### config.mk
export PLATFORM = sky130hd
export DESIGN_NAME = vef_top
export DESIGN_NICKNAME = d
export VERILOG_FILES = /design/src/core/vef_pkg.sv /design/src/core/vef_sync2.sv /design/src/core/vef_fifo.sv /design/src/core/vef_top.sv
export VERILOG_INCLUDE_DIRS = /design/src /design/src/core
export SDC_FILE = /design/constraint.sdc
export NUM_CORES = 1
export LEC_CHECK = 0
export BUFFER_PORTS_ARGS = -buffer_cell sky130_fd_sc_hd__buf_2
export CORE_MARGIN = 2
export CORE_UTILIZATION = 55
export DETAILED_ROUTE_END_ITERATION = 10
export PLACE_DENSITY_LB_ADDON = 0.3
export SYNTH_ARGS = -nofsm -noshare
export SYNTH_HDL_FRONTEND = slang
export SYNTH_SLANG_ARGS = --single-unit
### constraint.sdc
create_clock -name pclk -period 3.6 [get_ports pclk]
set_clock_uncertainty 0.05 [all_clocks]
set_input_delay 0.18 -clock pclk [delete_from_list [all_inputs] [get_ports pclk]]
set_output_delay 0.18 -clock pclk [all_outputs]
set_load 0.03 [all_outputs]
### src/core/vef_cfg.svh
// register offsets, field positions, reset values and timing counts
`ifndef VEF_CFG_SVH
`define VEF_CFG_SVH

`define VEF_OFF_CTRL 8'h00
`define VEF_OFF_COLOR 8'h04
`define VEF_OFF_STATUS 8'h08
`define VEF_OFF_LINE 8'h0C

`define VEF_CTRL_HD 0
`define VEF_CTRL_FMT422 1
`define VEF_CTRL_RGB 2
`define VEF_CTRL_ASYNC 3
`define VEF_CTRL_EMB 4
`define VEF_CTRL_LIM_EN 5
`define VEF_CTRL_LIM_LO 6
`define VEF_CTRL_LIM_HI 7
`define VEF_CTRL_PAT_EN 8
`define VEF_CTRL_PAT_FIELD 9
`define VEF_CTRL_RESET 10'h000
`define VEF_COLOR_RESET 30'h3FFAAEB0

`define VEF_ST_STRAP 0
`define VEF_ST_OVF 1
`define VEF_ST_ACTIVE 2

`define VEF_BLACK_Y 10'h040
`define VEF_BLACK_C 10'h200
`define VEF_LIM_FLOOR_1P5 10'h033
`define VEF_LIM_FLOOR_6 10'h00B
`define VEF_LIM_FLOOR_11 10'h000

`define VEF_EMB_PREAMBLE_HI 10'h3FF
`define VEF_EMB_PREAMBLE_LO 10'h000
`define VEF_EMB_BIT_V 7
`define VEF_EMB_BIT_H 6
`define VEF_HSYNC_LEN 8'h2C
`define VEF_HATCH_SHIFT 5
`define VEF_STRAP_WAIT 2'h3

`endif

### src/core/vef_pkg.sv
// types shared by the pixel front end
package vef_pkg;
   typedef enum logic [1:0] {
      LIM_1P5,
      LIM_6,
      LIM_11,
      LIM_OFF
   } vef_lim_t;

   typedef enum {
      EMB_IDLE,
      EMB_HI,
      EMB_LO1,
      EMB_LO2
   } vef_emb_state_t;
endpackage

### src/core/vef_sync2.sv
// two flop synchroniser for pin inputs
`timescale 1ns/100ps
module vef_sync2 #(
   parameter int W = 1
) (
   input wire logic pclk, // clock
   input wire logic presetn, // async reset, active low
   input wire logic [W-1:0] d, // asynchronous inputs
   output logic [W-1:0] q // synchronised copy
);
   logic [W-1:0] meta_reg;

   always_ff @(posedge pclk or negedge presetn) begin
      if (!presetn) begin
         meta_reg <= '0;
         q <= '0;
      end else begin
         meta_reg <= d;
         q <= meta_reg;
      end
   end
endmodule

### src/core/vef_fifo.sv
// synchronous fifo with valid/ready on both sides
`timescale 1ns/100ps
module vef_fifo #(
   parameter int WIDTH = 33,
   parameter int DEPTH = 16
) (
   input wire logic pclk, // clock
   input wire logic presetn, // async reset, active low
   input wire logic in_valid, // write request
   output logic in_ready, // not full
   input wire logic [WIDTH-1:0] in_data, // write data
   output logic out_valid, // not empty
   input wire logic out_ready, // read request
   output logic [WIDTH-1:0] out_data, // head word
   output logic [$clog2(DEPTH):0] level // words held
);
   localparam int AW = $clog2(DEPTH);
   logic [WIDTH-1:0] mem [DEPTH];
   logic [AW-1:0] wr_ptr_reg;
   logic [AW-1:0] rd_ptr_reg;
   logic [AW:0] count_reg;
   wire do_wr = in_valid && in_ready;
   wire do_rd = out_valid && out_ready;

   assign in_ready = count_reg < (AW+1)'(DEPTH);
   assign out_valid = count_reg != '0;
   assign out_data = mem[rd_ptr_reg];
   assign level = count_reg;

   always_ff @(posedge pclk) begin
      if (do_wr) begin
         mem[wr_ptr_reg] <= in_data;
      end
   end

   always_ff @(posedge pclk or negedge presetn) begin
      if (!presetn) begin
         wr_ptr_reg <= '0;
         rd_ptr_reg <= '0;
         count_reg <= '0;
      end else begin
         if (do_wr) wr_ptr_reg <= wr_ptr_reg + 1'b1;
         if (do_rd) rd_ptr_reg <= rd_ptr_reg + 1'b1;
         if (do_wr && !do_rd) count_reg <= count_reg + 1'b1;
         else if (do_rd && !do_wr) count_reg <= count_reg - 1'b1;
      end
   end
endmodule

### src/core/vef_top.sv
// pixel front end: capture, timing decode, pattern, limiter, dac feed
//
// Contract
// - the control port address low bit is taken from the strap pin.
// - the shared pin is a clock output in progressive mode only.
// - the red chroma port carries Cr or red, ignored in 4:2:2.
// - reset clears the timing generator and every register; the colour register loads 30'h3FFAAEB0 instead.
// - horizontal input is hsync, or composite sync in async mode.
// - vertical input is vsync, or tri-level control in async mode.
// - a whole pixel word is captured at each pixel clock rise.
// - sync insertion follows external pulses or embedded codes.
// - luma feeds converter A, chroma paths feed B and C.
// - progressive only luma limiter clamps at -1.5, -6 or -11 IRE.
// - the pattern generator makes a cross hatch over black.
// - it also makes a uniform field; the colour is programmable.
//
// Our own choices: the APB slave port and the register addresses.
`timescale 1ns/100ps
`include "vef_cfg.svh"
module vef_top #(
   parameter int FIFO_DEPTH = 16,
   parameter int HATCH_SHIFT = `VEF_HATCH_SHIFT
) (
   input wire logic pclk, // bus and pixel logic clock
   input wire logic presetn, // async reset, active low
   input wire logic [7:0] paddr, // apb byte address
   input wire logic psel, // apb select
   input wire logic penable, // apb access phase
   input wire logic pwrite, // apb write
   input wire logic [31:0] pwdata, // apb write data
   output logic [31:0] prdata, // apb read data
   output logic pready, // apb ready
   output logic pslverr, // apb error, unmapped address
   input wire logic ref_pixel_clock, // pixel clock from source
   input wire logic [9:0] luma_port, // luma or green
   input wire logic [9:0] red_chroma_port, // Cr or red
   input wire logic [9:0] mux_chroma_port, // Cb/Cr or blue
   input wire logic horiz_timing_n, // hsync or composite sync
   input wire logic vert_timing_n, // vsync or tri-level control
   input wire logic blanking_ctrl_in, // active video when high
   output logic pixel_clock_out, // clock out on shared pin
   output logic pixel_clock_out_oe, // shared pin driven when high
   input wire logic address_low_bit_pin, // address strap
   output logic ctrl_addr_lsb, // strapped address bit
   input wire logic dac_ready, // converters take a sample
   output logic dac_valid, // sample on dac outputs
   output logic [9:0] dac_a, // luma converter
   output logic [9:0] dac_b, // red chroma converter
   output logic [9:0] dac_c, // shared chroma converter
   output logic dac_sync, // sync insertion
   output logic dac_trilevel, // tri-level sync insertion
   output logic dac_blank // blanking
);
   import vef_pkg::*;

   localparam int FW = 33;

   // pin synchronisers, all pins in one group so they stay aligned
   logic [34:0] pin_sync;
   vef_sync2 #(.W(35)) u_sync (
      .pclk(pclk),
      .presetn(presetn),
      .d({ref_pixel_clock, luma_port, red_chroma_port, mux_chroma_port,
          horiz_timing_n, vert_timing_n, blanking_ctrl_in,
          address_low_bit_pin}),
      .q(pin_sync)
   );
   wire s_clk = pin_sync[34];
   wire [9:0] s_y = pin_sync[33:24];
   wire [9:0] s_r = pin_sync[23:14];
   wire [9:0] s_m = pin_sync[13:4];
   wire s_h_n = pin_sync[3];
   wire s_v_n = pin_sync[2];
   wire s_dv = pin_sync[1];
   wire s_strap = pin_sync[0];

   // registers
   logic [9:0] ctrl_reg;
   logic [29:0] color_reg;
   logic ovf_reg;
   logic strap_reg;
   logic [1:0] strap_cnt_reg;
   logic pready_reg;
   logic pslverr_reg;
   logic [31:0] prdata_reg;

   wire hd_mode = ctrl_reg[`VEF_CTRL_HD];
   wire fmt422 = ctrl_reg[`VEF_CTRL_FMT422];
   wire rgb_in = ctrl_reg[`VEF_CTRL_RGB];
   wire async_mode = ctrl_reg[`VEF_CTRL_ASYNC];
   wire emb_mode = ctrl_reg[`VEF_CTRL_EMB];
   wire lim_en = ctrl_reg[`VEF_CTRL_LIM_EN];
   wire [1:0] lim_sel = ctrl_reg[`VEF_CTRL_LIM_HI:`VEF_CTRL_LIM_LO];
   wire pat_en = ctrl_reg[`VEF_CTRL_PAT_EN];
   wire pat_field = ctrl_reg[`VEF_CTRL_PAT_FIELD];
   wire [9:0] col_y = color_reg[9:0];
   wire [9:0] col_cb = color_reg[19:10];
   wire [9:0] col_cr = color_reg[29:20];

   // pixel clock edge: the clock rides the same synchroniser as data
   logic clk_prev_reg;
   wire pix_tick = s_clk && !clk_prev_reg;

   // embedded code detection
   vef_emb_state_t emb_state_reg;
   vef_emb_state_t emb_state_next;
   logic emb_h_reg;
   logic emb_v_reg;
   logic [7:0] emb_sync_cnt_reg;
   wire emb_code = (emb_state_reg == EMB_LO2);
   wire emb_eav = emb_code && s_y[`VEF_EMB_BIT_H];

   always_comb begin
      emb_state_next = emb_state_reg;
      unique case (emb_state_reg)
         EMB_IDLE:
            if (s_y == `VEF_EMB_PREAMBLE_HI) emb_state_next = EMB_HI;
         EMB_HI:
            emb_state_next = (s_y == `VEF_EMB_PREAMBLE_LO) ? EMB_LO1 :
                             (s_y == `VEF_EMB_PREAMBLE_HI) ? EMB_HI :
                             EMB_IDLE;
         EMB_LO1:
            emb_state_next = (s_y == `VEF_EMB_PREAMBLE_LO) ? EMB_LO2 :
                             EMB_IDLE;
         EMB_LO2:
            emb_state_next = EMB_IDLE;
      endcase
   end

   // timing decode
   wire ext_hsync = !s_h_n;
   wire ext_vsync = !s_v_n && !async_mode;
   wire trilevel_timing_in = !s_v_n && async_mode;
   // the shared pin is an output in progressive mode, so blanking then
   // comes from the sync pulses alone
   wire ext_active = hd_mode ? s_dv : !(ext_hsync || ext_vsync);
   wire emb_active = !emb_h_reg && !emb_v_reg;
   wire active_now = (emb_mode && !async_mode) ? emb_active :
                     ext_active;
   wire sync_now = (emb_mode && !async_mode) ?
                   (emb_sync_cnt_reg != 8'h00) : ext_hsync;
   wire vert_now = (emb_mode && !async_mode) ? emb_v_reg : ext_vsync;

   logic act_prev_reg;
   logic sync_prev_reg;
   logic vert_prev_reg;
   logic phase_reg;
   logic [11:0] hcnt_reg;
   logic [11:0] lcnt_reg;
   logic [9:0] cb_hold_reg;
   logic [9:0] cr_hold_reg;
   wire act_start = active_now && !act_prev_reg;
   wire line_start = sync_now && !sync_prev_reg;
   wire frame_start = vert_now && !vert_prev_reg;
   // chroma phase restarts at each active start: even pixels carry Cb
   wire cb_slot = act_start || !phase_reg;

   // capture stage, held while the fifo is full until the next pixel tick overwrites it
   logic cap_valid_reg;
   logic [9:0] cap_y_reg;
   logic [9:0] cap_cr_reg;
   logic [9:0] cap_cb_reg;
   logic cap_sync_reg;
   logic cap_tri_reg;
   logic cap_blank_reg;
   logic cap_hatch_reg;

   wire [9:0] cap_cr_next = !fmt422 ? s_r :
                            cb_slot ? cr_hold_reg : s_m;
   wire [9:0] cap_cb_next = (!fmt422 || cb_slot) ? s_m : cb_hold_reg;
   wire [HATCH_SHIFT-1:0] hmod = hcnt_reg[HATCH_SHIFT-1:0];
   wire [HATCH_SHIFT-1:0] lmod = lcnt_reg[HATCH_SHIFT-1:0];
   wire hatch_next = (hmod == '0) || (lmod == '0);

   // pattern, blanking and limiter on the captured word
   wire pat_line = pat_field || cap_hatch_reg;
   wire [9:0] pat_y = pat_line ? col_y : `VEF_BLACK_Y;
   wire [9:0] pat_cb = pat_line ? col_cb : `VEF_BLACK_C;
   wire [9:0] pat_cr = pat_line ? col_cr : `VEF_BLACK_C;
   // rgb input blanks all three channels to the black code
   wire [9:0] blank_c = rgb_in ? `VEF_BLACK_Y : `VEF_BLACK_C;
   wire [9:0] src_y = cap_blank_reg ? `VEF_BLACK_Y :
                      pat_en ? pat_y : cap_y_reg;
   wire [9:0] src_cr = cap_blank_reg ? blank_c :
                       pat_en ? pat_cr : cap_cr_reg;
   wire [9:0] src_cb = cap_blank_reg ? blank_c :
                       pat_en ? pat_cb : cap_cb_reg;
   wire [9:0] lim_floor = (lim_sel == LIM_1P5) ? `VEF_LIM_FLOOR_1P5 :
                          (lim_sel == LIM_6) ? `VEF_LIM_FLOOR_6 :
                          `VEF_LIM_FLOOR_11;
   wire lim_on = lim_en && !hd_mode && (lim_sel != LIM_OFF);
   wire [9:0] lim_y = (lim_on && src_y < lim_floor) ? lim_floor :
                      src_y;

   // fifo between capture and converters
   logic fifo_in_ready;
   logic fifo_out_valid;
   logic [FW-1:0] fifo_out_data;
   logic [$clog2(FIFO_DEPTH):0] fifo_level;
   wire fifo_out_ready = !dac_valid || dac_ready;
   wire cap_take = cap_valid_reg && fifo_in_ready;
   // a tick that lands on an unaccepted word overwrites it
   wire ovf_set = pix_tick && cap_valid_reg && !fifo_in_ready;

   vef_fifo #(.WIDTH(FW), .DEPTH(FIFO_DEPTH)) u_fifo (
      .pclk(pclk),
      .presetn(presetn),
      .in_valid(cap_valid_reg),
      .in_ready(fifo_in_ready),
      .in_data({cap_sync_reg, cap_tri_reg, cap_blank_reg,
                lim_y, src_cr, src_cb}),
      .out_valid(fifo_out_valid),
      .out_ready(fifo_out_ready),
      .out_data(fifo_out_data),
      .level(fifo_level)
   );

   // apb decode
   wire apb_setup = psel && !penable;
   wire apb_wr = psel && penable && pready_reg && pwrite;
   wire hit_ctrl = paddr == `VEF_OFF_CTRL;
   wire hit_color = paddr == `VEF_OFF_COLOR;
   wire hit_status = paddr == `VEF_OFF_STATUS;
   wire hit_line = paddr == `VEF_OFF_LINE;
   wire hit_any = hit_ctrl || hit_color || hit_status || hit_line;
   wire [31:0] status_word = {11'h000, 5'(fifo_level), 13'h0000,
                              active_now, ovf_reg, strap_reg};
   wire [31:0] rd_word = hit_ctrl ? {22'h000000, ctrl_reg} :
                         hit_color ? {2'h0, color_reg} :
                         hit_status ? status_word :
                         hit_line ? {20'h00000, lcnt_reg} : 32'h00000000;
   wire ovf_clr = apb_wr && hit_status && pwdata[`VEF_ST_OVF];

   always_ff @(posedge pclk or negedge presetn) begin
      if (!presetn) begin
         ctrl_reg <= `VEF_CTRL_RESET;
         color_reg <= `VEF_COLOR_RESET;
         ovf_reg <= 1'b0;
         pready_reg <= 1'b0;
         pslverr_reg <= 1'b0;
         prdata_reg <= 32'h00000000;
      end else begin
         pready_reg <= apb_setup;
         pslverr_reg <= apb_setup && !hit_any;
         if (apb_setup) prdata_reg <= pwrite ? 32'h00000000 : rd_word;
         if (apb_wr && hit_ctrl) ctrl_reg <= pwdata[9:0];
         if (apb_wr && hit_color) color_reg <= pwdata[29:0];
         // hardware set wins over a same cycle clear
         ovf_reg <= ovf_set || (ovf_reg && !ovf_clr);
      end
   end

   // strap caught once the synchroniser holds a settled value
   always_ff @(posedge pclk or negedge presetn) begin
      if (!presetn) begin
         strap_cnt_reg <= 2'h0;
         strap_reg <= 1'b0;
      end else if (strap_cnt_reg != `VEF_STRAP_WAIT) begin
         strap_cnt_reg <= strap_cnt_reg + 2'h1;
         if (strap_cnt_reg == `VEF_STRAP_WAIT - 2'h1) begin
            strap_reg <= s_strap;
         end
      end
   end

   // timing generator
   always_ff @(posedge pclk or negedge presetn) begin
      if (!presetn) begin
         clk_prev_reg <= 1'b0;
         emb_state_reg <= EMB_IDLE;
         emb_h_reg <= 1'b1;
         emb_v_reg <= 1'b1;
         emb_sync_cnt_reg <= 8'h00;
         act_prev_reg <= 1'b0;
         sync_prev_reg <= 1'b0;
         vert_prev_reg <= 1'b0;
         phase_reg <= 1'b0;
         hcnt_reg <= 12'h000;
         lcnt_reg <= 12'h000;
         cb_hold_reg <= `VEF_BLACK_C;
         cr_hold_reg <= `VEF_BLACK_C;
      end else begin
         clk_prev_reg <= s_clk;
         if (pix_tick) begin
            emb_state_reg <= emb_state_next;
            if (emb_code) begin
               emb_h_reg <= s_y[`VEF_EMB_BIT_H];
               emb_v_reg <= s_y[`VEF_EMB_BIT_V];
            end
            if (emb_eav) emb_sync_cnt_reg <= `VEF_HSYNC_LEN;
            else if (emb_sync_cnt_reg != 8'h00)
               emb_sync_cnt_reg <= emb_sync_cnt_reg - 8'h01;
            act_prev_reg <= active_now;
            sync_prev_reg <= sync_now;
            vert_prev_reg <= vert_now;
            phase_reg <= active_now ? cb_slot : 1'b0;
            hcnt_reg <= act_start ? 12'h001 : hcnt_reg + 12'h001;
            if (frame_start) lcnt_reg <= 12'h000;
            else if (line_start) lcnt_reg <= lcnt_reg + 12'h001;
            if (cb_slot) cb_hold_reg <= s_m;
            else cr_hold_reg <= s_m;
         end
      end
   end

   // capture stage
   always_ff @(posedge pclk or negedge presetn) begin
      if (!presetn) begin
         cap_valid_reg <= 1'b0;
         cap_y_reg <= `VEF_BLACK_Y;
         cap_cr_reg <= `VEF_BLACK_C;
         cap_cb_reg <= `VEF_BLACK_C;
         cap_sync_reg <= 1'b0;
         cap_tri_reg <= 1'b0;
         cap_blank_reg <= 1'b1;
         cap_hatch_reg <= 1'b0;
      end else if (pix_tick) begin
         cap_valid_reg <= 1'b1;
         cap_y_reg <= s_y;
         cap_cr_reg <= cap_cr_next;
         cap_cb_reg <= cap_cb_next;
         cap_sync_reg <= sync_now;
         cap_tri_reg <= trilevel_timing_in;
         cap_blank_reg <= !active_now;
         cap_hatch_reg <= act_start || hatch_next;
      end else if (cap_take) begin
         cap_valid_reg <= 1'b0;
      end
   end

   // converter outputs and shared clock pin
   always_ff @(posedge pclk or negedge presetn) begin
      if (!presetn) begin
         dac_valid <= 1'b0;
         dac_a <= `VEF_BLACK_Y;
         dac_b <= `VEF_BLACK_C;
         dac_c <= `VEF_BLACK_C;
         dac_sync <= 1'b0;
         dac_trilevel <= 1'b0;
         dac_blank <= 1'b1;
         pixel_clock_out <= 1'b0;
         pixel_clock_out_oe <= 1'b0;
      end else begin
         if (fifo_out_ready) begin
            dac_valid <= fifo_out_valid;
            if (fifo_out_valid) begin
               dac_sync <= fifo_out_data[32];
               dac_trilevel <= fifo_out_data[31];
               dac_blank <= fifo_out_data[30];
               dac_a <= fifo_out_data[29:20];
               dac_b <= fifo_out_data[19:10];
               dac_c <= fifo_out_data[9:0];
            end
         end
         // divided from pclk so the pin never sees a glitch
         pixel_clock_out_oe <= !hd_mode;
         pixel_clock_out <= !hd_mode && !pixel_clock_out;
      end
   end

   assign prdata = prdata_reg;
   assign pready = pready_reg;
   assign pslverr = pslverr_reg;
   assign ctrl_addr_lsb = strap_reg;
endmodule

==> impl_metrics.env, run 1 <==
export IMPL_regToRegStartpoint="ctrl_reg[9]$_DFFE_PN0P_"
export IMPL_area_delta_synth_final_pct=16.93
export IMPL_cts_setup_buffers=0
export IMPL_crit_fanout=16
export IMPL_holdBufCountCts=74
export IMPL_tightest_slew_ns=1.256
export IMPL_place_hpwl_um=42680
export IMPL_htreeDepth=3
export IMPL_start_util=0.5588
export IMPL_hold_violations=0
export IMPL_clock_root_buffer="clkbuf_16"
export IMPL_hold_depth=4
export IMPL_hp_start="psel"
export IMPL_grt_pass1_vias=18373
export IMPL_setup_viol=0
export IMPL_layout_drive_gt1_share=0.2762
export IMPL_cp_end_kind="register"
export IMPL_largest_register_ffs=528
export IMPL_ys_types=67
export IMPL_ios=152
export IMPL_powerDensity_mw_per_mm2=691.9
export IMPL_insertion_delay_ns=0.63
export IMPL_numCtsBuffers=81
export IMPL_status="completed"
export IMPL_timing_fmax_ghz=0.3010
export IMPL_finalMaxSlewViolations=0
export IMPL_grt_antenna_before_repair=0
export IMPL_grt_pass1_wl_um=110500
export IMPL_synth_cells=1806
export IMPL_worstRegToRegCells=11
export IMPL_start_kind="register"
export IMPL_grt_max_degree=76
export IMPL_ys_flop_type="edfxtp_1"
export IMPL_fin_tns_setup_ns=0
export IMPL_max_slew_margin=0.1599
export IMPL_design_area_mm2=0.03699
export IMPL_drtIter0Drc=1539
export IMPL_cts_resized_gates=0
export IMPL_leakage_uw=0.01406
export IMPL_min_period_ns=3.322
export IMPL_netlist_area_mm2=0.03163
export IMPL_ys_seq_elements=811
export IMPL_required_ns=3.87
export IMPL_dieHeight_um=243.8
export IMPL_port_buffers=147
export IMPL_maxCapViolCount=0
export IMPL_final_common_cell="edfxtp_1"
export IMPL_die_area_mm2=0.05945
export IMPL_hold_class="input port to register"
export IMPL_max_stage_delay_ns=0.54
export IMPL_min_to="ovf_reg$_DFF_PN0_"
export IMPL_cp_cell_sequence="o21a_1 -> buf_4 -> a22oi_1 -> or2_2 -> inv_1 -> ha_1 -> a21o_1 -> a221oi_1 -> nand3_1 -> nor4_4 -> mux2_2"
export IMPL_cp_data_arrival_time_ns=3.59
export IMPL_antenna_cells=0
export IMPL_cts_tree="built"
export IMPL_clock_sinks=811
export IMPL_grt_usage=0.2494
export IMPL_die_width_um=243.8
export IMPL_rows=87
export IMPL_regToRegEndpoint="u_fifo.mem[14][21]$_DFFE_PP_"
export IMPL_final_core_util=0.6534
export IMPL_cp_slowest_cell="mux2_2"
export IMPL_crit_type="register to register"
export IMPL_via_count=17438
export IMPL_max_vdd_ir_drop_mv=0.5041
export IMPL_wl_per_cell_um=25.03
export IMPL_ys_seq_area_frac=0.7264
export IMPL_drt_pass1_iter_count=5
export IMPL_whs_ns=0.06467
export IMPL_wirelength_um=72480
export IMPL_grt_setup_unrepaired="false"
export IMPL_vias_per_cell=6.021
export IMPL_place_area_mm2=0.03352
export IMPL_fin_nets=2174
export IMPL_drcViolationCount=0
export IMPL_gp_congestion=0.8596
export IMPL_core_area_mm2=0.05660
export IMPL_async_reset_ff_frac=0.3490
export IMPL_grt_overflow=0
export IMPL_cts_buffer_depth=3
export IMPL_synth_edf_count=528
export IMPL_postRouteAntennaNets=0
export IMPL_syn_avg_cell_area_um2=17.51
export IMPL_post_route_period_util=0.9229
export IMPL_yosys_warnings=0
export IMPL_layout_common_cells="edfxtp_1 (528), dfrtp_1 (248), nand2_1 (150)"
export IMPL_clk_pin_slew_ns=0.06
export IMPL_rrSetupSlack_ns=0.28
per-layer routing:
layer	GRT usage	routed length (µm)	vias up
met1	0.3249	28330	9097
met5	0	0	-
met2	0.4233	37260	648
li1	-	-	7535
met4	0.1038	2640	0
met3	0.03701	4239	158
through the flow:
stage	worst slack [ns]	std cells	total power, µW
after CTS	0.2576	2896	25810
after global routing	0.03623	2896	26620
after global placement	0.4504	2671	17090
final	0.2777	2896	25590
after floorplan	0.3314	1807	15530
after detailed placement	0.3319	2671	17260
cell usage after synthesis (3+ instances only):
cell type | number | share of area
nand3_1 | 14 | 0.0022
dfstp_2 | 32 | 0.027
or2_2 | 4 | 0.00079
ha_1 | 20 | 0.0079
dfrtp_1 | 251 | 0.20
buf_6 | 3 | 0.0011
nor2b_1 | 9 | 0.0018
nand2_1 | 150 | 0.018
o31ai_1 | 18 | 0.0043
o311ai_0 | 3 | 0.00083
buf_2 | 21 | 0.0033
a31oi_1 | 5 | 0.00099
a221oi_1 | 3 | 0.00083
nor3_1 | 11 | 0.0017
a21o_1 | 6 | 0.0014
nand4_1 | 8 | 0.0016
mux2_2 | 63 | 0.022
xor2_1 | 8 | 0.0022
mux4_2 | 132 | 0.094
edfxtp_1 | 528 | 0.50
inv_1 | 23 | 0.0027
or3_1 | 4 | 0.00079
a22oi_1 | 26 | 0.0062
or4_1 | 4 | 0.00095
clkbuf_1 | 58 | 0.0069
nand2b_1 | 8 | 0.0016
o211a_1 | 3 | 0.00095
a22o_1 | 15 | 0.0042
xnor2_1 | 13 | 0.0036
and2_1 | 17 | 0.0034
mux2i_1 | 92 | 0.029
nor3b_1 | 14 | 0.0033
o221ai_1 | 33 | 0.0091
buf_1 | 12 | 0.0014
and3_1 | 7 | 0.0014
o21ai_0 | 43 | 0.0068
a21oi_1 | 37 | 0.0059
nor2_1 | 73 | 0.0087
layout make-up:
cell class	instances	area (µm²)
Sequential cell	811	22990
Fill cell	3880	19620
Multi-Input combinational cell	876	8185
Clock buffer	112	2307
Timing Repair Buffer	278	2052
Tap cell	756	945.9
Clock inverter	39	416.7
Inverter	24	90.09
how the worst max path moves through the flow:
| stage | from | end | slack [ns] |
|---|---|---|---|
| final | ctrl_reg[9]$_DFFE_PN0P_ | u_fifo.mem[14][21]$_DFFE_PP_ | 0.28 |
| after global routing | ctrl_reg[9]$_DFFE_PN0P_ | u_fifo.mem[14][21]$_DFFE_PP_ | 0.04 |
| after CTS | ctrl_reg[9]$_DFFE_PN0P_ | u_fifo.mem[14][21]$_DFFE_PP_ | 0.26 |
| after detailed placement | ctrl_reg[9]$_DFFE_PN0P_ | u_fifo.mem[1][21]$_DFFE_PP_ | 0.33 |
| after global placement | ctrl_reg[9]$_DFFE_PN0P_ | u_fifo.mem[0][25]$_DFFE_PP_ | 0.45 |
| after floorplan | cap_blank_reg$_DFFE_PN1P_ | u_fifo.mem[0][20]$_DFFE_PP_ | 0.33 |
power by group:
| group | switching [µW] | leakage [µW] | total [µW] | internal [µW] |
|---|---|---|---|---|
| clock network | 3460 | 0.00134 | 8480 | 5020 |
| logic | 2920 | 0.00442 | 5520 | 2600 |
| registers | 746 | 0.00830 | 11600 | 10800 |
cells by family (layout without fill, tap and decap cells):
| group | after synthesis | after routing | share of synthesized area |
|---|---|---|---|
| adders and majority gates | 21 | 21 | 0.008544 |
| muxes | 289 | 289 | 0.1462 |
| xor gates and xnor gates | 21 | 21 | 0.005815 |
| other | 1 | 2 | 0.0001186 |
| and+or+nand+nor | 339 | 339 | 0.05103 |
| DFF | 811 | 811 | 0.7264 |
| buffers and inverters | 120 | 453 | 0.01602 |
| AOI/OAI and AO/OA | 204 | 204 | 0.04585 |
critical path: cells and delay by family (launching register included):
| family | cells | cell delay [ns] |
|---|---|---|
| mux | 1 | 0.54 |
| buf+inv | 2 | 0.24 |
| compound gates | 4 | 0.88 |
| simple gates | 3 | 0.69 |
| fa+ha+maj | 1 | 0.18 |
| flops | 1 | 0.43 |
Note: power is estimated with default switching activity, not from simulation.
==> inputs of run 2 (changes only) <==
--- a/config.mk
+++ b/config.mk
@@ -7,8 +7,9 @@
 export NUM_CORES = 1
 export LEC_CHECK = 0
 export BUFFER_PORTS_ARGS = -buffer_cell sky130_fd_sc_hd__buf_2
-export CORE_MARGIN = 2
+export CORE_MARGIN = 3
 export CORE_UTILIZATION = 55
+export CTS_CLUSTER_SIZE = 14
 export DETAILED_ROUTE_END_ITERATION = 10
 export PLACE_DENSITY_LB_ADDON = 0.3
 export SYNTH_ARGS = -nofsm -noshare
==> run 2 against run 1 <==
  * Total power increased by 0.88%
  * Utilization increased by 0.21 points
  * Critical path depth decreased by 1
  * Die area increased by 1.6%
  * Largest cell class unchanged
  * Cell area increased by 0.32%
  * Via count increased by 0.36%
==> impl_metrics.env, run 2 (same netlist as run 1, synthesis figures left out) <==
export IMPL_status="completed"
export IMPL_vias_per_cell=6.052
export IMPL_p_sw_frac=0.2774
export IMPL_grt_max_degree=112
export IMPL_crit_fanout=16
export IMPL_intPower_uw=18650
export IMPL_drt_pass1_iter_count=5
export IMPL_grt_setup_unrepaired="false"
export IMPL_path_delay_family="compound AO/OA/AOI/OAI gates"
export IMPL_cp_cell_sequence="o21a_1 -> buf_4 -> a22oi_1 -> nor2_1 -> ha_1 -> a21o_1 -> a221oi_1 -> nand3_1 -> nor4_4 -> mux2_2"
export IMPL_layout_drive_gt1_share=0.2725
export IMPL_regToRegStartpoint="ctrl_reg[9]$_DFFE_PN0P_"
export IMPL_p_seq_frac=0.450
export IMPL_grt_antenna_before_repair=1
export IMPL_cp_slowest_cell="mux2_2"
export IMPL_largest_register_ffs=528
export IMPL_top_usage_layer="met2"
export IMPL_tightest_slew_ns=1.248
export IMPL_antenna_cells=0
export IMPL_seq_area_mm2=0.02299
export IMPL_max_slew_margin=0.1652
export IMPL_share_comb_of_total_power=0.216
export IMPL_crit_type="register to register"
export IMPL_nFillCells=3803
export IMPL_worstRegToRegCells=10
export IMPL_cp_data_arrival_time_ns=3.51
export IMPL_design_area_mm2=0.03710
export IMPL_die_width_um=245.8
export IMPL_core_area_mm2=0.05660
export IMPL_port_buffers=147
export IMPL_critPathBufInv=1
export IMPL_power_net_switching_uw=7161
export IMPL_insertion_delay_ns=0.62
export IMPL_min_to="prdata[6]$_DFFE_PN0P_"
export IMPL_regToRegEndpoint="u_fifo.mem[8][24]$_DFFE_PP_"
export IMPL_place_area_mm2=0.03362
export IMPL_wirelength_um=73300
export IMPL_maxCapViolCount=0
export IMPL_drtIter0Drc=1463
export IMPL_wl_per_cell_um=25.35
export IMPL_grtUsageMet1=0.3242
export IMPL_leakage_uw=0.01406
export IMPL_dieHeight_um=245.8
export IMPL_grt_pass1_vias=18364
export IMPL_die_area_mm2=0.06043
export IMPL_required_ns=3.87
export IMPL_min_period_ns=3.238
export IMPL_grtUsageMet3=0.04100
export IMPL_cp_end_kind="register"
export IMPL_grt_usage=0.2485
export IMPL_gp_congestion=0.8945
export IMPL_grt_overflow=0
export IMPL_start_kind="register"
export IMPL_numCtsBuffers=82
export IMPL_hp_start="paddr[2]"
export IMPL_max_stage_delay_ns=0.52
export IMPL_powerDensity_mw_per_mm2=695.8
export IMPL_cts_tree="built"
export IMPL_final_common_cell="edfxtp_1"
export IMPL_hold_class="input port to register"
export IMPL_clk_pin_slew_ns=0.06
export IMPL_power_share_clock=0.334
export IMPL_clock_root_buffer="clkbuf_16"
export IMPL_post_route_period_util=0.8995
export IMPL_total_power_uw=25810
export IMPL_ios=152
export IMPL_drcViolationCount=0
export IMPL_grtUsageMet2=0.4251
export IMPL_layout_common_cells="edfxtp_1 (528), dfrtp_1 (248), nand2_1 (150)"
export IMPL_setup_viol=0
export IMPL_via_count=17501
export IMPL_max_vdd_ir_drop_mv=0.4731
export IMPL_postRouteAntennaNets=0
export IMPL_multi_input_area_mm2=0.008185
export IMPL_start_util=0.5588
export IMPL_hold_violations=0
export IMPL_finalMaxSlewViolations=0
export IMPL_timing_fmax_ghz=0.3088
export IMPL_htreeDepth=3
export IMPL_clock_sinks=811
export IMPL_rows=87
export IMPL_area_delta_synth_final_pct=17.30
export IMPL_grt_pass1_wl_um=111900
export IMPL_fin_tns_setup_ns=0
export IMPL_place_hpwl_um=43630
export IMPL_hold_depth=3
export IMPL_cts_buffer_depth=3
export IMPL_rrSetupSlack_ns=0.36
export IMPL_whs_ns=0.07000
export IMPL_fin_nets=2169
## run 2: what timing repair did
| action | CTS | global route |
|---|---|---|
| endpoints found under the hold margin | 173 | 0 |
| hold buffers | 73 | 0 |
| resized for setup | 0 | 0 |
| buffers inserted | 0 | 0 |
## run 2: layout make-up
cell class	instances	area share
Tap cell	756	0.02549
Clock inverter	41	0.01160
Timing Repair Buffer	272	0.05773
Clock buffer	112	0.06255
Multi-Input combinational cell	876	0.2206
Inverter	24	0.002428
Sequential cell	811	0.6196
## run 2: per-layer routing
metal  wire length [µm]  part of all wire
met4               2658             0.036
met1              28600              0.39
met3               4444             0.061
met5                  0                 0
met2              37600              0.51
## run 2: tightest hold or removal path: stages
cell and delay (ns):
buf_2 0.22, a31oi_1 0.21, o31ai_1 0.08
## run 2: power by group through the flow
stage	combinational, µW	clock, µW	sequential (µW)
floorplan	3850	0	11700
global route	6010	9120	11700
global placement	5410	0	11800
CTS	5640	8750	11600
detailed placement	5540	0	11800
finish	5580	8620	11600
## run 2: through the flow
stage                     utilization  instances  setup WS [ns]
after global placement         0.5940       2666         0.4535
final                          0.6555       2892         0.3618
after CTS                      0.6555       2892         0.3618
after detailed placement       0.5940       2666         0.4093
after global routing           0.6555       2892         0.1999
after floorplan                     -       1807         0.3314
## run 2: how the worst max path moves through the flow
stage                                    startpoint                      endpoint  slack, ns  cells after the start
final                       ctrl_reg[9]$_DFFE_PN0P_   u_fifo.mem[8][24]$_DFFE_PP_       0.36                     10
after global routing        ctrl_reg[9]$_DFFE_PN0P_  u_fifo.mem[11][24]$_DFFE_PP_       0.20                     10
after global placement      ctrl_reg[9]$_DFFE_PN0P_   u_fifo.mem[8][24]$_DFFE_PP_       0.45                     10
after floorplan           cap_blank_reg$_DFFE_PN1P_   u_fifo.mem[0][20]$_DFFE_PP_       0.33                      8
after CTS                   ctrl_reg[9]$_DFFE_PN0P_   u_fifo.mem[8][24]$_DFFE_PP_       0.36                     10
after detailed placement    ctrl_reg[9]$_DFFE_PN0P_   u_fifo.mem[8][24]$_DFFE_PP_       0.41                     10
==> inputs of run 3 (changes only) <==
--- a/config.mk
+++ b/config.mk
@@ -7,6 +7,7 @@
 export NUM_CORES = 1
 export LEC_CHECK = 0
 export BUFFER_PORTS_ARGS = -buffer_cell sky130_fd_sc_hd__buf_2
+export CORE_ASPECT_RATIO = 0.75
 export CORE_MARGIN = 3
 export CORE_UTILIZATION = 55
 export CTS_CLUSTER_SIZE = 14
==> constraint.sdc (replaced) <==
create_clock -name pclk -period 3.95 [get_ports pclk]
set_clock_uncertainty 0.05 [all_clocks]
set_input_delay 0.1975 -clock pclk [delete_from_list [all_inputs] [get_ports pclk]]
set_output_delay 0.1975 -clock pclk [all_outputs]
set_load 0.03 [all_outputs]
==> run 3 against run 2 <==
  * Critical path depth unchanged
  * Worst setup slack better by 0.053 ns
  * Die area about the same
  * Flip-flop and latch count unchanged
  * Critical endpoint is now u_fifo.mem[14][24]$_DFFE_PP_
  * Combinational power down 11%
  * Non-clock buffer count down 3
  * Largest cell class unchanged
  * Total power down 11%
==> impl_metrics.env, run 3 (same netlist as run 1, synthesis figures left out) <==
export IMPL_timing_fmax_ghz=0.2829
export IMPL_place_hpwl_um=43850
export IMPL_maxCapViolCount=0
export IMPL_crit_type="register to register"
export IMPL_grt_antenna_before_repair=0
export IMPL_dieHeight_um=213.7
export IMPL_finalMaxSlewViolations=0
export IMPL_htreeDepth=3
export IMPL_layout_drive_gt1_share=0.2732
export IMPL_drcViolationCount=0
export IMPL_antenna_cells=0
export IMPL_cts_buffer_depth=3
export IMPL_fin_nets=2161
export IMPL_hold_violations=0
export IMPL_critPathBufInv=2
export IMPL_grt_overflow=0
export IMPL_cp_data_arrival_time_ns=3.79
export IMPL_core_area_mm2=0.05640
export IMPL_wl_per_cell_um=25.42
export IMPL_postRouteAntennaNets=0
export IMPL_grt_max_degree=119
export IMPL_max_stage_delay_ns=0.53
export IMPL_cp_cell_sequence="buf_4 -> inv_1 -> a22oi_1 -> nor2_1 -> ha_1 -> or3b_2 -> a221oi_1 -> nand3_1 -> nor4_4 -> mux2_2"
export IMPL_grt_setup_unrepaired="false"
export IMPL_hold_class="input port to register"
export IMPL_multi_input_area_mm2=0.008177
export IMPL_powerDensity_mw_per_mm2=624.0
export IMPL_leakage_uw=0.01391
export IMPL_via_count=17650
export IMPL_nFillCells=3785
export IMPL_cp_end_kind="register"
export IMPL_seq_area_mm2=0.02299
export IMPL_numCtsBuffers=77
export IMPL_layout_cells_non_filler=2893
export IMPL_fin_tns_setup_ns=0
export IMPL_largest_register_ffs=528
export IMPL_place_ws_ns=0.5176
export IMPL_post_place_cells=2679
export IMPL_fin_ws_ns=0.4150
export IMPL_holdBufCountCts=70
export IMPL_status="completed"
export IMPL_drt_pass1_iter_count=5
export IMPL_rows=75
export IMPL_port_buffers=147
export IMPL_die_width_um=282.9
export IMPL_start_kind="register"
export IMPL_required_ns=4.21
export IMPL_max_slew_margin=0.1890
export IMPL_whs_ns=0.04394
export IMPL_die_area_mm2=0.06045
export IMPL_crit_fanout=16
export IMPL_grt_pass1_wl_um=111700
export IMPL_clk_pin_slew_ns=0.06
export IMPL_max_vdd_ir_drop_mv=0.4677
export IMPL_post_route_period_util=0.8949
export IMPL_setup_viol=0
export IMPL_area_delta_synth_final_pct=16.02
export IMPL_clock_sinks=811
export IMPL_cp_slowest_cell="mux2_2"
export IMPL_drtIter0Drc=1935
export IMPL_grt_usage=0.2477
export IMPL_clock_root_buffer="clkbuf_16"
export IMPL_tightest_slew_ns=1.201
export IMPL_start_util=0.5609
export IMPL_gp_congestion=0.9243
export IMPL_final_common_cell="edfxtp_1"
export IMPL_cts_resized_gates=0
export IMPL_layout_common_cells="edfxtp_1 (528), dfrtp_1 (248), nand2_1 (150)"
export IMPL_vias_per_cell=6.101
export IMPL_ios=152
export IMPL_path_delay_family="simple AND/OR/NAND/NOR gates"
export IMPL_insertion_delay_ns=0.62
export IMPL_wirelength_um=73540
export IMPL_cts_tree="built"
export IMPL_min_period_ns=3.535
export IMPL_grt_pass1_vias=17844
export IMPL_cts_setup_buffers=0
==> run 3: cell types whose count changed in the layout (fill, tap and decap cells not counted), moves of 4 or more <==
| cell | before | now |
|---|---|---|
| buf_12 | 22 | 9 |
| buf_4 | 30 | 43 |
| bufinv_16 | 9 | 5 |
| clkbuf_16 | 87 | 79 |
| clkbuf_8 | 5 | 11 |
| clkinv_1 | 13 | 6 |
==> run 3: per-layer routing <==
layer | vias to the layer above | global-route usage | wire length, µm
met5 | - | 0 | 0
met4 | 0 | 0.06626 | 1647
met3 | 129 | 0.04952 | 6027
met2 | 812 | 0.3913 | 34890
met1 | 9186 | 0.3609 | 30970
li1 | 7523 | - | -
==> run 3: power by group <==
part	switching [µW]	internal, µW
Sequential	732	9880
Clock	3070	4250
Combinational	2620	2340
==> run 3: area by class of cell <==
| class | count | share of cell area |
|---|---|---|
| inverters | 24 | 0.002455 |
| clock inverters | 32 | 0.008626 |
| flip-flops and latches | 811 | 0.6264 |
| well taps | 770 | 0.02625 |
| multi-input cells | 876 | 0.2228 |
| clock buffers | 111 | 0.06035 |
| repair buffers | 269 | 0.05312 |
==> run 3: worst paths after layout <==
kind | from | endpoint | slack [ns] | cells after the start
worst max register to register | ctrl_reg[8]$_DFFE_PN0P_ | u_fifo.mem[14][24]$_DFFE_PP_ | 0.42 | 10
worst min-delay path | paddr[2] | prdata[11]$_DFFE_PN0P_ | 0.04 | 3
worst min register to register | u_sync.meta_reg[22]$_DFF_PN0_ | u_sync.q[22]$_DFF_PN0_ | 0.29 | 0
max in group asynchronous | presetn | cap_blank_reg$_DFFE_PN1P_ | 2.66 | 3
min in group asynchronous | presetn | emb_sync_cnt_reg[5]$_DFFE_PN0P_ | 0.15 | 2
worst max-delay path | ctrl_reg[8]$_DFFE_PN0P_ | u_fifo.mem[14][24]$_DFFE_PP_ | 0.42 | 10
==> run 3: metrics by stage <==
step	util	instance area, µm²	total power, µW
floorplan	-	31640	14150
global placement	0.5933	33460	15590
detailed placement	0.5933	33460	15730
CTS	0.6506	36690	23060
global route	0.6507	36700	23850
finish	0.6507	36700	22900
==> run 3: tightest hold or removal path, cell delays in order <==
cell,delay [ns]
buf_2,0.23
nand3_1,0.14
o21ai_0,0.09
